### config.mk
export PLATFORM = sky130hd
export DESIGN_NAME = smc_core
export DESIGN_NICKNAME = d
export VERILOG_FILES = /design/src/hdl/smc_fifo.sv /design/src/hdl/smc_pkg.sv /design/src/hdl/smc_core.sv
export SDC_FILE = /design/constraint.sdc
export NUM_CORES = 1
export LEC_CHECK = 0
export BUFFER_PORTS_ARGS = -buffer_cell sky130_fd_sc_hd__buf_2
export CAP_MARGIN = 20
export CORE_MARGIN = 1.5
export CORE_UTILIZATION = 58
export DETAILED_ROUTE_END_ITERATION = 6
export GPL_ROUTABILITY_DRIVEN = 0
export PLACE_DENSITY = 0.83
export SYNTH_ARGS = -nofsm -noshare
export SYNTH_HDL_FRONTEND = slang
export SYNTH_SLANG_ARGS = --single-unit
### constraint.sdc
create_clock -name CLOCK -period 5.55 [get_ports CLOCK]
set_input_delay 1.665 -clock CLOCK [delete_from_list [all_inputs] [get_ports CLOCK]]
set_output_delay 1.665 -clock CLOCK [all_outputs]
set_load 0.02 [all_outputs]
### src/hdl/smc_fifo.sv
// Intentionally empty: the transmit FIFO module is defined beside the core.
// All logic of the block sits in one design file with its helper cells.

### src/hdl/smc_pkg.sv
// Package for the serial monitor command core: codes, field layouts, widths.
// Assumes one clock domain; byte stream arrives already deserialised.
package smc_pkg;
  localparam int DATA_W = 32;
  localparam int ADDR_W = 16;
  localparam int BYTE_W = 8;
  localparam int FIFO_DEPTH = 4;
  localparam logic [7:0] CMD_LIMIT = 8'h20;
  localparam logic [7:0] CMD_FORCE_LITERAL = 8'h00;
  localparam logic [7:0] CMD_TRANSMIT = 8'h02;
  localparam logic [7:0] CMD_READ_BYTE = 8'h04;
  localparam int FLAG_LITERAL = 0;
  localparam int FLAG_RUN = 1;
  localparam int FLAG_TRAP = 2;
  localparam int FLAG_DIAG = 3;
  localparam logic [31:0] DATA_RESET = 32'h0000_0000;
  localparam logic [15:0] ADDR_RESET = 16'h0000;
  localparam logic [7:0] FLAGS_RESET = 8'h00;
  localparam logic [15:0] SAVE_PC_RESET = 16'h0000;
  localparam logic [15:0] SAVE_PSW_RESET = 16'h0000;

  typedef struct packed {
    logic [15:0] pc;
    logic [15:0] psw;
  } smc_user_ctx_t;

  typedef struct packed {
    logic valid;
    logic [15:0] addr;
  } smc_mem_req_t;

  typedef enum logic [2:0] {
    ST_IDLE = 3'b001,
    ST_READ = 3'b010,
    ST_LOAD = 3'b100
  } smc_state_t;
endpackage : smc_pkg

### src/hdl/smc_core.sv
// Resident monitor command core: sorts host bytes into commands and data,
// keeps shift data, memory pointer, state flags and saved user context.
// Assumes received bytes are presented as a one-cycle strobe, the memory
// answers a read request one cycle later, and the link drains the TX FIFO.
// How it works
// - bytes below 32 are commands, others data
// - literal flag makes next byte data, then clears
// - data byte shifts data left, fills low byte
// - transmit sends low byte, shifts right, bumps pointer
// - only transmit ever sends a byte
// - command 00 sets the literal flag
// - command 04 loads memory byte into low byte
// - 16-bit pointer addresses every memory access
// - 8-bit state flags: literal, run, trap, diag
// - trap set on halt trap, cleared on start
// - run flag high while user code executes
// - saved_program_counter and PSW saved while stopped
`timescale 1ns/1ps
`default_nettype none
// Small synchronous FIFO, valid/ready on both sides
module smc_fifo #(
  parameter int WIDTH = 8,
  parameter int DEPTH = 4
) (
  input wire logic clk, // Clock
  input wire logic rst_n, // Async reset, low
  input wire logic in_valid, // Write request
  output logic in_ready, // Space available
  input wire logic [WIDTH-1:0] in_data, // Write data
  output logic out_valid, // Data available
  input wire logic out_ready, // Consumer takes word
  output logic [WIDTH-1:0] out_data // Head word
);
  localparam int PW = $clog2(DEPTH);
  logic [WIDTH-1:0] mem_q [DEPTH];
  logic [PW-1:0] wr_q, rd_q;
  logic [PW:0] cnt_q;
  logic push, pop;

  assign in_ready = (cnt_q != (PW+1)'(DEPTH));
  assign out_valid = (cnt_q != '0);
  assign out_data = mem_q[rd_q];
  assign push = in_valid && in_ready;
  assign pop = out_valid && out_ready;

  always_ff @(posedge clk) begin
    if (push) begin
      mem_q[wr_q] <= in_data;
    end
  end

  always_ff @(posedge clk or negedge rst_n) begin
    if (!rst_n) begin
      wr_q <= '0;
      rd_q <= '0;
      cnt_q <= '0;
    end else begin
      if (push) begin
        wr_q <= (wr_q == PW'(DEPTH-1)) ? '0 : wr_q + 1'b1;
      end
      if (pop) begin
        rd_q <= (rd_q == PW'(DEPTH-1)) ? '0 : rd_q + 1'b1;
      end
      if (push && !pop) begin
        cnt_q <= cnt_q + 1'b1;
      end else if (pop && !push) begin
        cnt_q <= cnt_q - 1'b1;
      end
    end
  end
endmodule : smc_fifo

// One state flag with set and clear pulses; priority chosen per flag
module smc_flag_cell #(
  parameter bit SET_WINS = 1'b1,
  parameter bit RESET_VAL = 1'b0
) (
  input wire logic clk, // Clock
  input wire logic rst_n, // Async reset, low
  input wire logic set_in, // Set pulse
  input wire logic clr_in, // Clear pulse
  output logic flag_q // Flag value
);
  always_ff @(posedge clk or negedge rst_n) begin
    if (!rst_n) begin
      flag_q <= RESET_VAL;
    end else if (set_in && (SET_WINS || !clr_in)) begin
      flag_q <= 1'b1;
    end else if (clr_in) begin
      flag_q <= 1'b0;
    end
  end
endmodule : smc_flag_cell

// Output copy so every top-level port comes straight from a flop
module smc_hold_reg #(
  parameter int WIDTH = 8,
  parameter logic [WIDTH-1:0] RESET_VAL = '0
) (
  input wire logic clk, // Clock
  input wire logic rst_n, // Async reset, low
  input wire logic [WIDTH-1:0] d, // Internal value
  output logic [WIDTH-1:0] q // Registered copy
);
  always_ff @(posedge clk or negedge rst_n) begin
    if (!rst_n) begin
      q <= RESET_VAL;
    end else begin
      q <= d;
    end
  end
endmodule : smc_hold_reg

module smc_core
  import smc_pkg::*;
(
  input wire logic CLOCK, // System clock, 100 MHz
  input wire logic RSTN, // Async reset, active low
  input wire logic RX_VALID, // Received byte strobe
  input wire logic [7:0] RX_DATA, // Received byte
  output logic RX_READY, // Core can take a byte
  output logic TX_VALID, // Byte for host available
  input wire logic TX_READY, // Link takes the byte
  output logic [7:0] TX_DATA, // Byte for host
  output var smc_pkg::smc_mem_req_t MEM_REQ, // Memory read request
  input wire logic [7:0] MEM_RDATA, // Read data, one cycle later
  input wire logic USER_START, // Pulse: user code starts
  input wire logic USER_STOP, // Pulse: user code stops
  input wire logic USER_TRAP, // Pulse: user code halts on trap
  input wire logic DIAG_MODE, // Diagnostic mode select
  input wire smc_pkg::smc_user_ctx_t USER_CTX, // Live saved_program_counter and PSW
  output logic [31:0] SHIFT_DATA, // Shift data register
  output logic [15:0] MEM_POINTER, // Memory pointer
  output logic [7:0] STATE_FLAGS, // State flags register
  output var smc_pkg::smc_user_ctx_t SAVED_CTX // Saved user context
);
  import smc_pkg::*;

  smc_state_t state_q;
  logic [31:0] data_q;
  logic [15:0] addr_q;
  logic [7:0] flag_bits;
  logic lit_q, run_q, trap_q, diag_q;
  smc_user_ctx_t ctx_q;
  logic fifo_in_ready;
  logic fifo_out_valid;
  logic [7:0] fifo_out_data;
  logic take, is_cmd, is_data;
  logic cmd_lit, cmd_tx, cmd_rd;
  logic tx_push;

  // Stall intake while a read is in flight, for a cycle after a transmit, or while the send queue is full
  assign take = RX_VALID && RX_READY;
  assign is_cmd = take && (RX_DATA < CMD_LIMIT) &&
    !lit_q;
  assign is_data = take && !is_cmd;
  assign cmd_lit = is_cmd && (RX_DATA == CMD_FORCE_LITERAL);
  assign cmd_tx = is_cmd && (RX_DATA == CMD_TRANSMIT);
  assign cmd_rd = is_cmd && (RX_DATA == CMD_READ_BYTE);
  // Any other code falls through with nothing changed
  assign tx_push = cmd_tx;

  always_ff @(posedge CLOCK or negedge RSTN) begin
    if (!RSTN) begin
      state_q <= ST_IDLE;
    end else begin
      case (state_q)
        ST_IDLE: begin
          if (cmd_rd) begin
            state_q <= ST_READ;
          end
        end
        // Request cycle, then one cycle for the memory to answer
        ST_READ: begin
          state_q <= ST_LOAD;
        end
        ST_LOAD: begin
          state_q <= ST_IDLE;
        end
        default: begin
          state_q <= ST_IDLE;
        end
      endcase
    end
  end

  always_ff @(posedge CLOCK or negedge RSTN) begin
    if (!RSTN) begin
      RX_READY <= 1'b0;
    end else begin
      // Full FIFO refuses transmits, so hold all bytes to keep order
      RX_READY <= (state_q == ST_IDLE) && !cmd_rd && !tx_push &&
        fifo_in_ready;
    end
  end

  always_ff @(posedge CLOCK or negedge RSTN) begin
    if (!RSTN) begin
      data_q <= DATA_RESET;
    end else if (is_data) begin
      data_q <= {data_q[23:0], RX_DATA};
    end else if (cmd_tx) begin
      data_q <= {8'h00, data_q[31:8]};
    end else if (state_q == ST_LOAD) begin
      data_q <= {data_q[31:8], MEM_RDATA};
    end
  end

  always_ff @(posedge CLOCK or negedge RSTN) begin
    if (!RSTN) begin
      addr_q <= ADDR_RESET;
    end else if (cmd_tx) begin
      addr_q <= addr_q + 16'h0001;
    end
  end

  // Request leaves on a flop; its answer is loaded two edges later
  always_ff @(posedge CLOCK or negedge RSTN) begin
    if (!RSTN) begin
      MEM_REQ <= '0;
    end else begin
      MEM_REQ.valid <= cmd_rd;
      MEM_REQ.addr <= addr_q;
    end
  end

  // Command and data byte never coincide, so priority is moot here
  smc_flag_cell #(
    .SET_WINS(1'b1),
    .RESET_VAL(FLAGS_RESET[FLAG_LITERAL])
  ) u_lit_flag (
    .clk(CLOCK),
    .rst_n(RSTN),
    .set_in(cmd_lit),
    .clr_in(is_data),
    .flag_q(lit_q)
  );

  // Stop or trap wins over start if both arrive together
  smc_flag_cell #(
    .SET_WINS(1'b0),
    .RESET_VAL(FLAGS_RESET[FLAG_RUN])
  ) u_run_flag (
    .clk(CLOCK),
    .rst_n(RSTN),
    .set_in(USER_START),
    .clr_in(USER_STOP || USER_TRAP),
    .flag_q(run_q)
  );

  smc_flag_cell #(
    .SET_WINS(1'b1),
    .RESET_VAL(FLAGS_RESET[FLAG_TRAP])
  ) u_trap_flag (
    .clk(CLOCK),
    .rst_n(RSTN),
    .set_in(USER_TRAP),
    .clr_in(USER_START),
    .flag_q(trap_q)
  );

  always_ff @(posedge CLOCK or negedge RSTN) begin
    if (!RSTN) begin
      diag_q <= FLAGS_RESET[FLAG_DIAG];
    end else begin
      diag_q <= DIAG_MODE;
    end
  end

  // Spare bits stay at their reset value
  always_comb begin
    flag_bits = FLAGS_RESET;
    flag_bits[FLAG_LITERAL] = lit_q;
    flag_bits[FLAG_RUN] = run_q;
    flag_bits[FLAG_TRAP] = trap_q;
    flag_bits[FLAG_DIAG] = diag_q;
  end

  always_ff @(posedge CLOCK or negedge RSTN) begin
    if (!RSTN) begin
      ctx_q <= {SAVE_PC_RESET, SAVE_PSW_RESET};
    end else if ((USER_STOP || USER_TRAP) && run_q) begin
      ctx_q <= USER_CTX;
    end
  end

  smc_fifo #(
    .WIDTH(BYTE_W),
    .DEPTH(FIFO_DEPTH)
  ) u_tx_fifo (
    .clk(CLOCK),
    .rst_n(RSTN),
    .in_valid(tx_push),
    .in_ready(fifo_in_ready),
    .in_data(data_q[7:0]),
    .out_valid(fifo_out_valid),
    .out_ready(TX_READY && !TX_VALID),
    .out_data(fifo_out_data)
  );

  // Output stage register so the link sees flop-driven signals
  always_ff @(posedge CLOCK or negedge RSTN) begin
    if (!RSTN) begin
      TX_VALID <= 1'b0;
      TX_DATA <= 8'h00;
    end else if (TX_VALID) begin
      if (TX_READY) begin
        TX_VALID <= 1'b0;
      end
    end else if (fifo_out_valid && TX_READY) begin
      TX_VALID <= 1'b1;
      TX_DATA <= fifo_out_data;
    end
  end

  smc_hold_reg #(
    .WIDTH(DATA_W),
    .RESET_VAL(DATA_RESET)
  ) u_shift_out (
    .clk(CLOCK),
    .rst_n(RSTN),
    .d(data_q),
    .q(SHIFT_DATA)
  );

  smc_hold_reg #(
    .WIDTH(ADDR_W),
    .RESET_VAL(ADDR_RESET)
  ) u_pointer_out (
    .clk(CLOCK),
    .rst_n(RSTN),
    .d(addr_q),
    .q(MEM_POINTER)
  );

  smc_hold_reg #(
    .WIDTH($bits(flag_bits)),
    .RESET_VAL(FLAGS_RESET)
  ) u_flags_out (
    .clk(CLOCK),
    .rst_n(RSTN),
    .d(flag_bits),
    .q(STATE_FLAGS)
  );

  smc_hold_reg #(
    .WIDTH($bits(smc_user_ctx_t)),
    .RESET_VAL({SAVE_PC_RESET, SAVE_PSW_RESET})
  ) u_ctx_out (
    .clk(CLOCK),
    .rst_n(RSTN),
    .d(ctx_q),
    .q(SAVED_CTX)
  );
endmodule : smc_core
`default_nettype wire

# [Word-level counts from Yosys, hierarchy flattened]
# Memories as Yosys holds them, arrays and structs flattened. A register that Yosys moved wholly into a read port is not among the register bits.
# Cells that the tools add are included.
[totals] ramBits=32 regBits=181 output_inout_bits=115 inputBits=56 n_memories=1
[classes] n_addsub=5 bitwise=1 magnitude_cmp=1 n_mux=20 n_eq_ne=9 reduce_logical=37
[memory_table] memory="u_tx_fifo.mem_q" words=4 width=8 read_ports=1 rd_ports_with_merged_regs=1 wr=1 line="smc_core.sv:35" source="logic [WIDTH-1:0] mem_q [DEPTH];"
[op_table] operator="32-bit 2-to-1 mux" count=2
[op_table] operator="1-bit logical AND" count=18
[op_table] operator="16-bit by 1-bit adder with 16-bit output, second input constant" count=1
[op_table] operator="1-bit 2-to-1 mux" count=11
[op_table] operator="2-bit nonzero test" count=5
[op_table] operator="1-bit zero test" count=9
[op_table] operator="3-bit 2-to-1 mux" count=3
[op_table] operator="8-bit by 2-bit == test with 1-bit output, second input constant" count=1
[op_table] operator="8-bit by 3-bit == test with 1-bit output, second input constant" count=1
[op_table] operator="8-bit zero test" count=1
[op_table] operator="8-bit by 6-bit < comparator with 1-bit output, second input constant" count=1
[op_table] operator="8-bit 2-to-1 mux" count=1
[op_table] operator="3-bit one-hot mux with 2 select lines" count=1
[op_table] operator="3-bit nonzero test" count=2
[op_table] operator="2-bit by 1-bit adder with 2-bit output, second input constant" count=2
[op_table] operator="2-bit == test, second input constant" count=2
[op_table] operator="2-bit 2-to-1 mux" count=2
[op_table] operator="3-bit by 1-bit adder with 3-bit output, second input constant" count=1
[op_table] operator="3-bit by 1-bit == test with 1-bit output, second input constant" count=1
[op_table] operator="3-bit by 2-bit == test with 1-bit output, second input constant" count=1
[op_table] operator="3-bit == test, second input constant" count=1
[op_table] operator="3-bit != test, second input constant" count=1
[op_table] operator="3-bit by 1-bit subtractor with 3-bit output, second input constant" count=1
[op_table] operator="2-bit != test, second input constant" count=1
[op_table] operator="other kinds (3)" count=3

# [Longest topological paths before layout]
[logic_depth] word_depth=9 depth_mapped=10 mapped_depth_nobuf=9

# [Modules after synthesis]
# From an unflattened synthesis, not the netlist that was laid out.
[hier_totals] cells_unflattened=530 area_unflattened_um2=8339.2
[by_module_without_submodules] mod="smc_core" cells_per_inst=355 n_inst=1 area_each_um2=4430.5
[by_module_without_submodules] mod="smc_hold_reg (u_ctx_out ...)" cells_per_inst=32 n_inst=2 area_each_um2=800.8
[by_module_without_submodules] mod="smc_fifo" cells_per_inst=79 n_inst=1 area_each_um2=1599.0
[by_module_without_submodules] mod="smc_hold_reg (u_pointer_out)" cells_per_inst=16 n_inst=1 area_each_um2=400.4
[by_module_without_submodules] mod="smc_hold_reg (u_flags_out)" cells_per_inst=8 n_inst=1 area_each_um2=200.2
[by_module_without_submodules] mod="smc_flag_cell (u_lit_flag ...)" cells_per_inst=3 n_inst=2 area_each_um2=36.3
[by_module_without_submodules] mod="smc_flag_cell (u_run_flag)" cells_per_inst=2 n_inst=1 area_each_um2=35.0

# [Worst setup path after synthesis]
# No wires, ideal clock.
[synth_path] kind="input to register" from="input RX_DATA[6]" to="register u_tx_fifo.cnt_q[2]" t_required_ps=5471 n_path_buf=1 path_stages=10 path_slack_ps=1339 arrival_time_ps=4132 setup_time_ps=79 cell_sequence="or4_4 -> or4_1 -> buf_4 -> nor2_1 -> ha_1 -> inv_1 -> fa_1 -> xor2_1 -> nor2_1 -> xor2_1"
[synth_via] elab_chain_cells=8 elab_cells_between_ends=11
[synth_lines] item="from (decl)" line="smc_core.sv:120" source="input wire logic [7:0] RX_DATA,"
[synth_lines] item="8-bit by 6-bit < comparator with 1-bit output" line="smc_core.sv:154" source="assign is_cmd = take && (RX_DATA < CMD_LIMIT) &&"
[synth_lines] item="1-bit logical AND (2 in a row)" line="smc_core.sv:154"
[synth_lines] item="1-bit logical AND (*)" line="smc_core.sv:158" source="assign cmd_tx = is_cmd && (RX_DATA == CMD_TRANSMIT);"
[synth_lines] item="1-bit logical AND (*)" line="smc_core.sv:43" source="assign push = in_valid && in_ready;"
[synth_lines] item="net u_tx_fifo.push" line="smc_core.sv:38" source="logic push, pop;"
[synth_lines] item="1-bit zero test" line="smc_core.sv:66" source="end else if (pop && !push) begin"
[synth_lines] item="1-bit logical AND" line="smc_core.sv:66"
[synth_lines] item="2-bit nonzero test (no line)"
[synth_lines] item="to (signal assigned)" line="smc_core.sv:65" source="cnt_q <= cnt_q + 1'b1;"
[synth_lines] item="to (signal assigned)" line="smc_core.sv:67" source="cnt_q <= cnt_q - 1'b1;"
[synth_lines] item="to (decl)" line="smc_core.sv:37" source="logic [PW:0] cnt_q;"
# Mark *: on every way through the listed nets, which the timed path passes. The rest lies on a longest branch.
# A chain may end at the register's enable or synchronous reset.

# [Worst setup path after layout]
# Ends and elaborated chain as after synthesis.

==> results.json <==
{
  "dieArea_um2": 14400,
  "yosys_most_used_dff": "dfrtp_1",
  "drt_iter0_drc": 260,
  "grt_overflow": 0,
  "dp_hpwl_um": 10400,
  "wl_per_cell_um": 17.9,
  "clock_latency_ns": 0.49,
  "synth_top_family_by_area": "multiplexers",
  "drive_above_1_share": 0.416,
  "hold_class": "reg -> reg",
  "slew_headroom": 0.310,
  "synth-seq-cells": 221,
  "cpPeakStageDelay_ns": 0.57,
  "cts_setup_buffers": 0,
  "ys_seq_area_frac": 0.719,
  "htreeDepth": 1,
  "first_global_vias": 4991,
  "critPathBufInv": 3,
  "clk_pin_slew_ns": 0.06,
  "cts_resized": 0,
  "yosys.area_share.simple": 0.0675,
  "cts_made_buffers": 22,
  "outcome": "finished clean",
  "synth.avg_cell_area_um2": 15.9,
  "grt_pass1_wl_um": 25100,
  "grt_max_degree": 115,
  "worstSetupEndpointType": "register",
  "vias": 4607,
  "p_leak_nw": 4.64,
  "synth_edf_count": 32,
  "async_flop_share": 0.855,
  "cp_top_family": "simple AND/OR/NAND/NOR gates",
  "nFillCells": 882,
  "crit_path_top_delay_cell": "or4_4",
  "fp.dieW_um": 120,
  "core_um2": 13300,
  "cts_tree": "built",
  "setup_viol_count_final": 0,
  "synth_fa_ha_area_frac": 0.0136,
  "design_area_um2": 9590,
  "tightest_slew_ns": 1.03,
  "ir_drop_mv": 0.322,
  "power.density_nw_per_um2": 492,
  "die_h_um": 120,
  "finClkSkew_ns": 0.0119,
  "final.min_clock_period_ns": 4.22,
  "critPathArrivalTime_ns": 4.63,
  "drcViolationCount": 0,
  "path_class": "in -> reg",
  "num_rows": 42,
  "path_cells": "buf_2, or4_4, or4_1, buf_4, nor2_1, ha_1, inv_1, fa_1, xor2_1, nor2_1, xor2_1",
  "hold_violations": 0,
  "antenna_found_initial": 2,
  "root_buffer": "clkbuf_16",
  "cts_hold_buffers": 0,
  "io_buffers": 166,
  "clock-sinks": 221,
  "io_pins": 171,
  "synth_compound_area_frac": 0.0504,
  "tns_ns": 0,
  "syn_area_um2": 7920,
  "startpoint_type": "input pin",
  "synthCells": 497,
  "crit_required_ns": 5.96,
  "period_share": 0.761,
  "start_util": 0.595,
  "cts.path.max_buffers": 3,
  "slew_violations": 0,
  "max_freq_mhz": 237,
  "viasPerCell": 5.39,
  "dpl_cell_area_um2": 8820,
  "finalCoreUtilization": 0.721,
  "synthToLayoutAreaGrowth_pct": 21.1,
  "synth-warning-count": 0,
  "drv_cap": 0,
  "drtPass1Iterations": 4,
  "path_max_fanout": 28,
  "synthXorXnorAreaFrac": 0.0199,
  "rsz0062_at_grt": "false",
  "grt_use_total": 0.223,
  "synthMuxAreaShare": 0.0982,
  "synth_cell_types": 40,
  "detail-route-antenna-nets": 0,
  "routed_wl_um": 15300,
  "final_nets": 725
}
state kept, by name, summed over array words and instances (netlist names), 3 cells and up:
name	cells
state_q	3
u_pointer_out.q	16
u_tx_fifo.mem_q	32
u_tx_fifo.cnt_q	3
data_q	32
u_flags_out.q	4
u_ctx_out.q	32
TX_DATA	8
addr_q	16
u_shift_out.q	32
ctx_q	32
stage by stage:
stage	setup WS, ns	hold slack (ns)	instances	power [mW]
floorplan	1.34	0.331	500	2.87
finish	1.33	0.367	854	4.72
CTS	1.34	0.370	851	4.76
detailed placement	0.845	0.356	812	3.27
global placement	0.957	0.332	812	3.21
global route	1.13	0.378	854	4.95
cell families after synthesis:
logic type / count (synthesis)
multiplexers: 61
adder cells (fa/ha/maj): 8
other: 1
AO/OA/AOI/OAI: 47
XOR/XNOR: 18
flip-flops: 221
buffers and inverters: 42
AND/OR/NAND/NOR: 99
final timing paths:
| check | startpoint | end | slack, ns | cells after the start |
|---|---|---|---|---|
| worst min register to register | ctx_q[18] | u_ctx_out.q[18] | 0.37 | 0 |
| worst max register to register | u_lit_flag.flag_q | u_tx_fifo.cnt_q[2] | 2.29 | 10 |
| worst max-delay path | RX_DATA[6] | u_tx_fifo.cnt_q[2] | 1.33 | 11 |
| worst min-delay path | ctx_q[18] | u_ctx_out.q[18] | 0.37 | 0 |
| min in group asynchronous | RSTN | u_pointer_out.q[13] | 0.99 | 1 |
| max in group asynchronous | RSTN | ctx_q[29] | 3.36 | 3 |
per-layer routing:
| layer | wire length (um) | vias to the layer above | global-route usage |
|---|---|---|---|
| met5 | 0 | - | 0 |
| met3 | 1210 | 44 | 0.0623 |
| met2 | 7370 | 160 | 0.360 |
| met4 | 627 | 0 | 0.104 |
| li1 | - | 2094 | - |
| met1 | 6110 | 2309 | 0.283 |
synthesized netlist by cell type, types with 5 or more instances:
master | instances | area share
a21o_1 | 18 | 0.017
ha_1 | 7 | 0.011
clkbuf_1 | 14 | 0.0066
nand3_1 | 14 | 0.0089
nor4_1 | 10 | 0.0079
nor3_1 | 5 | 0.0032
mux2_2 | 53 | 0.075
dfrtp_1 | 188 | 0.59
inv_1 | 6 | 0.0028
and2_1 | 7 | 0.0055
nor2_1 | 8 | 0.0038
xnor2_1 | 7 | 0.0077
edfxtp_1 | 32 | 0.12
buf_4 | 21 | 0.020
o221a_2 | 8 | 0.011
nand4_1 | 5 | 0.0040
a22o_1 | 16 | 0.018
mux4_2 | 8 | 0.023
xor2_1 | 11 | 0.012
or3_1 | 10 | 0.0079
nand2_1 | 27 | 0.013
report_power, final:
group          internal [mW]  switching [mW]  total (mW)
logic                  0.412           0.528       0.940
clock network          0.904           0.565        1.47
registers               2.03           0.280        2.31
total                   3.34            1.37        4.72
layout by cell type (no fill, tap or decap), drive strengths merged, types with 3 or more instances in the layout:
cell,netlist,routed
dfrtp,188,188
buf,22,173
mux2,53,53
clkbuf,14,33
edfxtp,32,32
nand2,27,27
a21o,18,18
a22o,16,16
nand3,14,14
xor2,11,11
nor4,11,11
or3,10,10
nor2,8,8
o221a,8,8
mux4,8,8
and2,7,7
xnor2,7,7
ha,7,7
inv,6,6
nor3,5,5
nand4,5,5
conb,1,4
clkinv,0,3
o21ai,3,3
cell type report:
class	instances	area [um2]	area share
Inverter	6	22.5	0.00235
Timing Repair Buffer	173	910	0.0949
Clock inverter	6	82.6	0.00861
Multi-Input combinational cell	237	2000	0.209
Clock buffer	33	653	0.0681
Tap cell	176	220	0.0230
Antenna cell	2	5.00	0.000522
Sequential cell	221	5690	0.594
No activity file was read; power rests on OpenSTA's default activity.
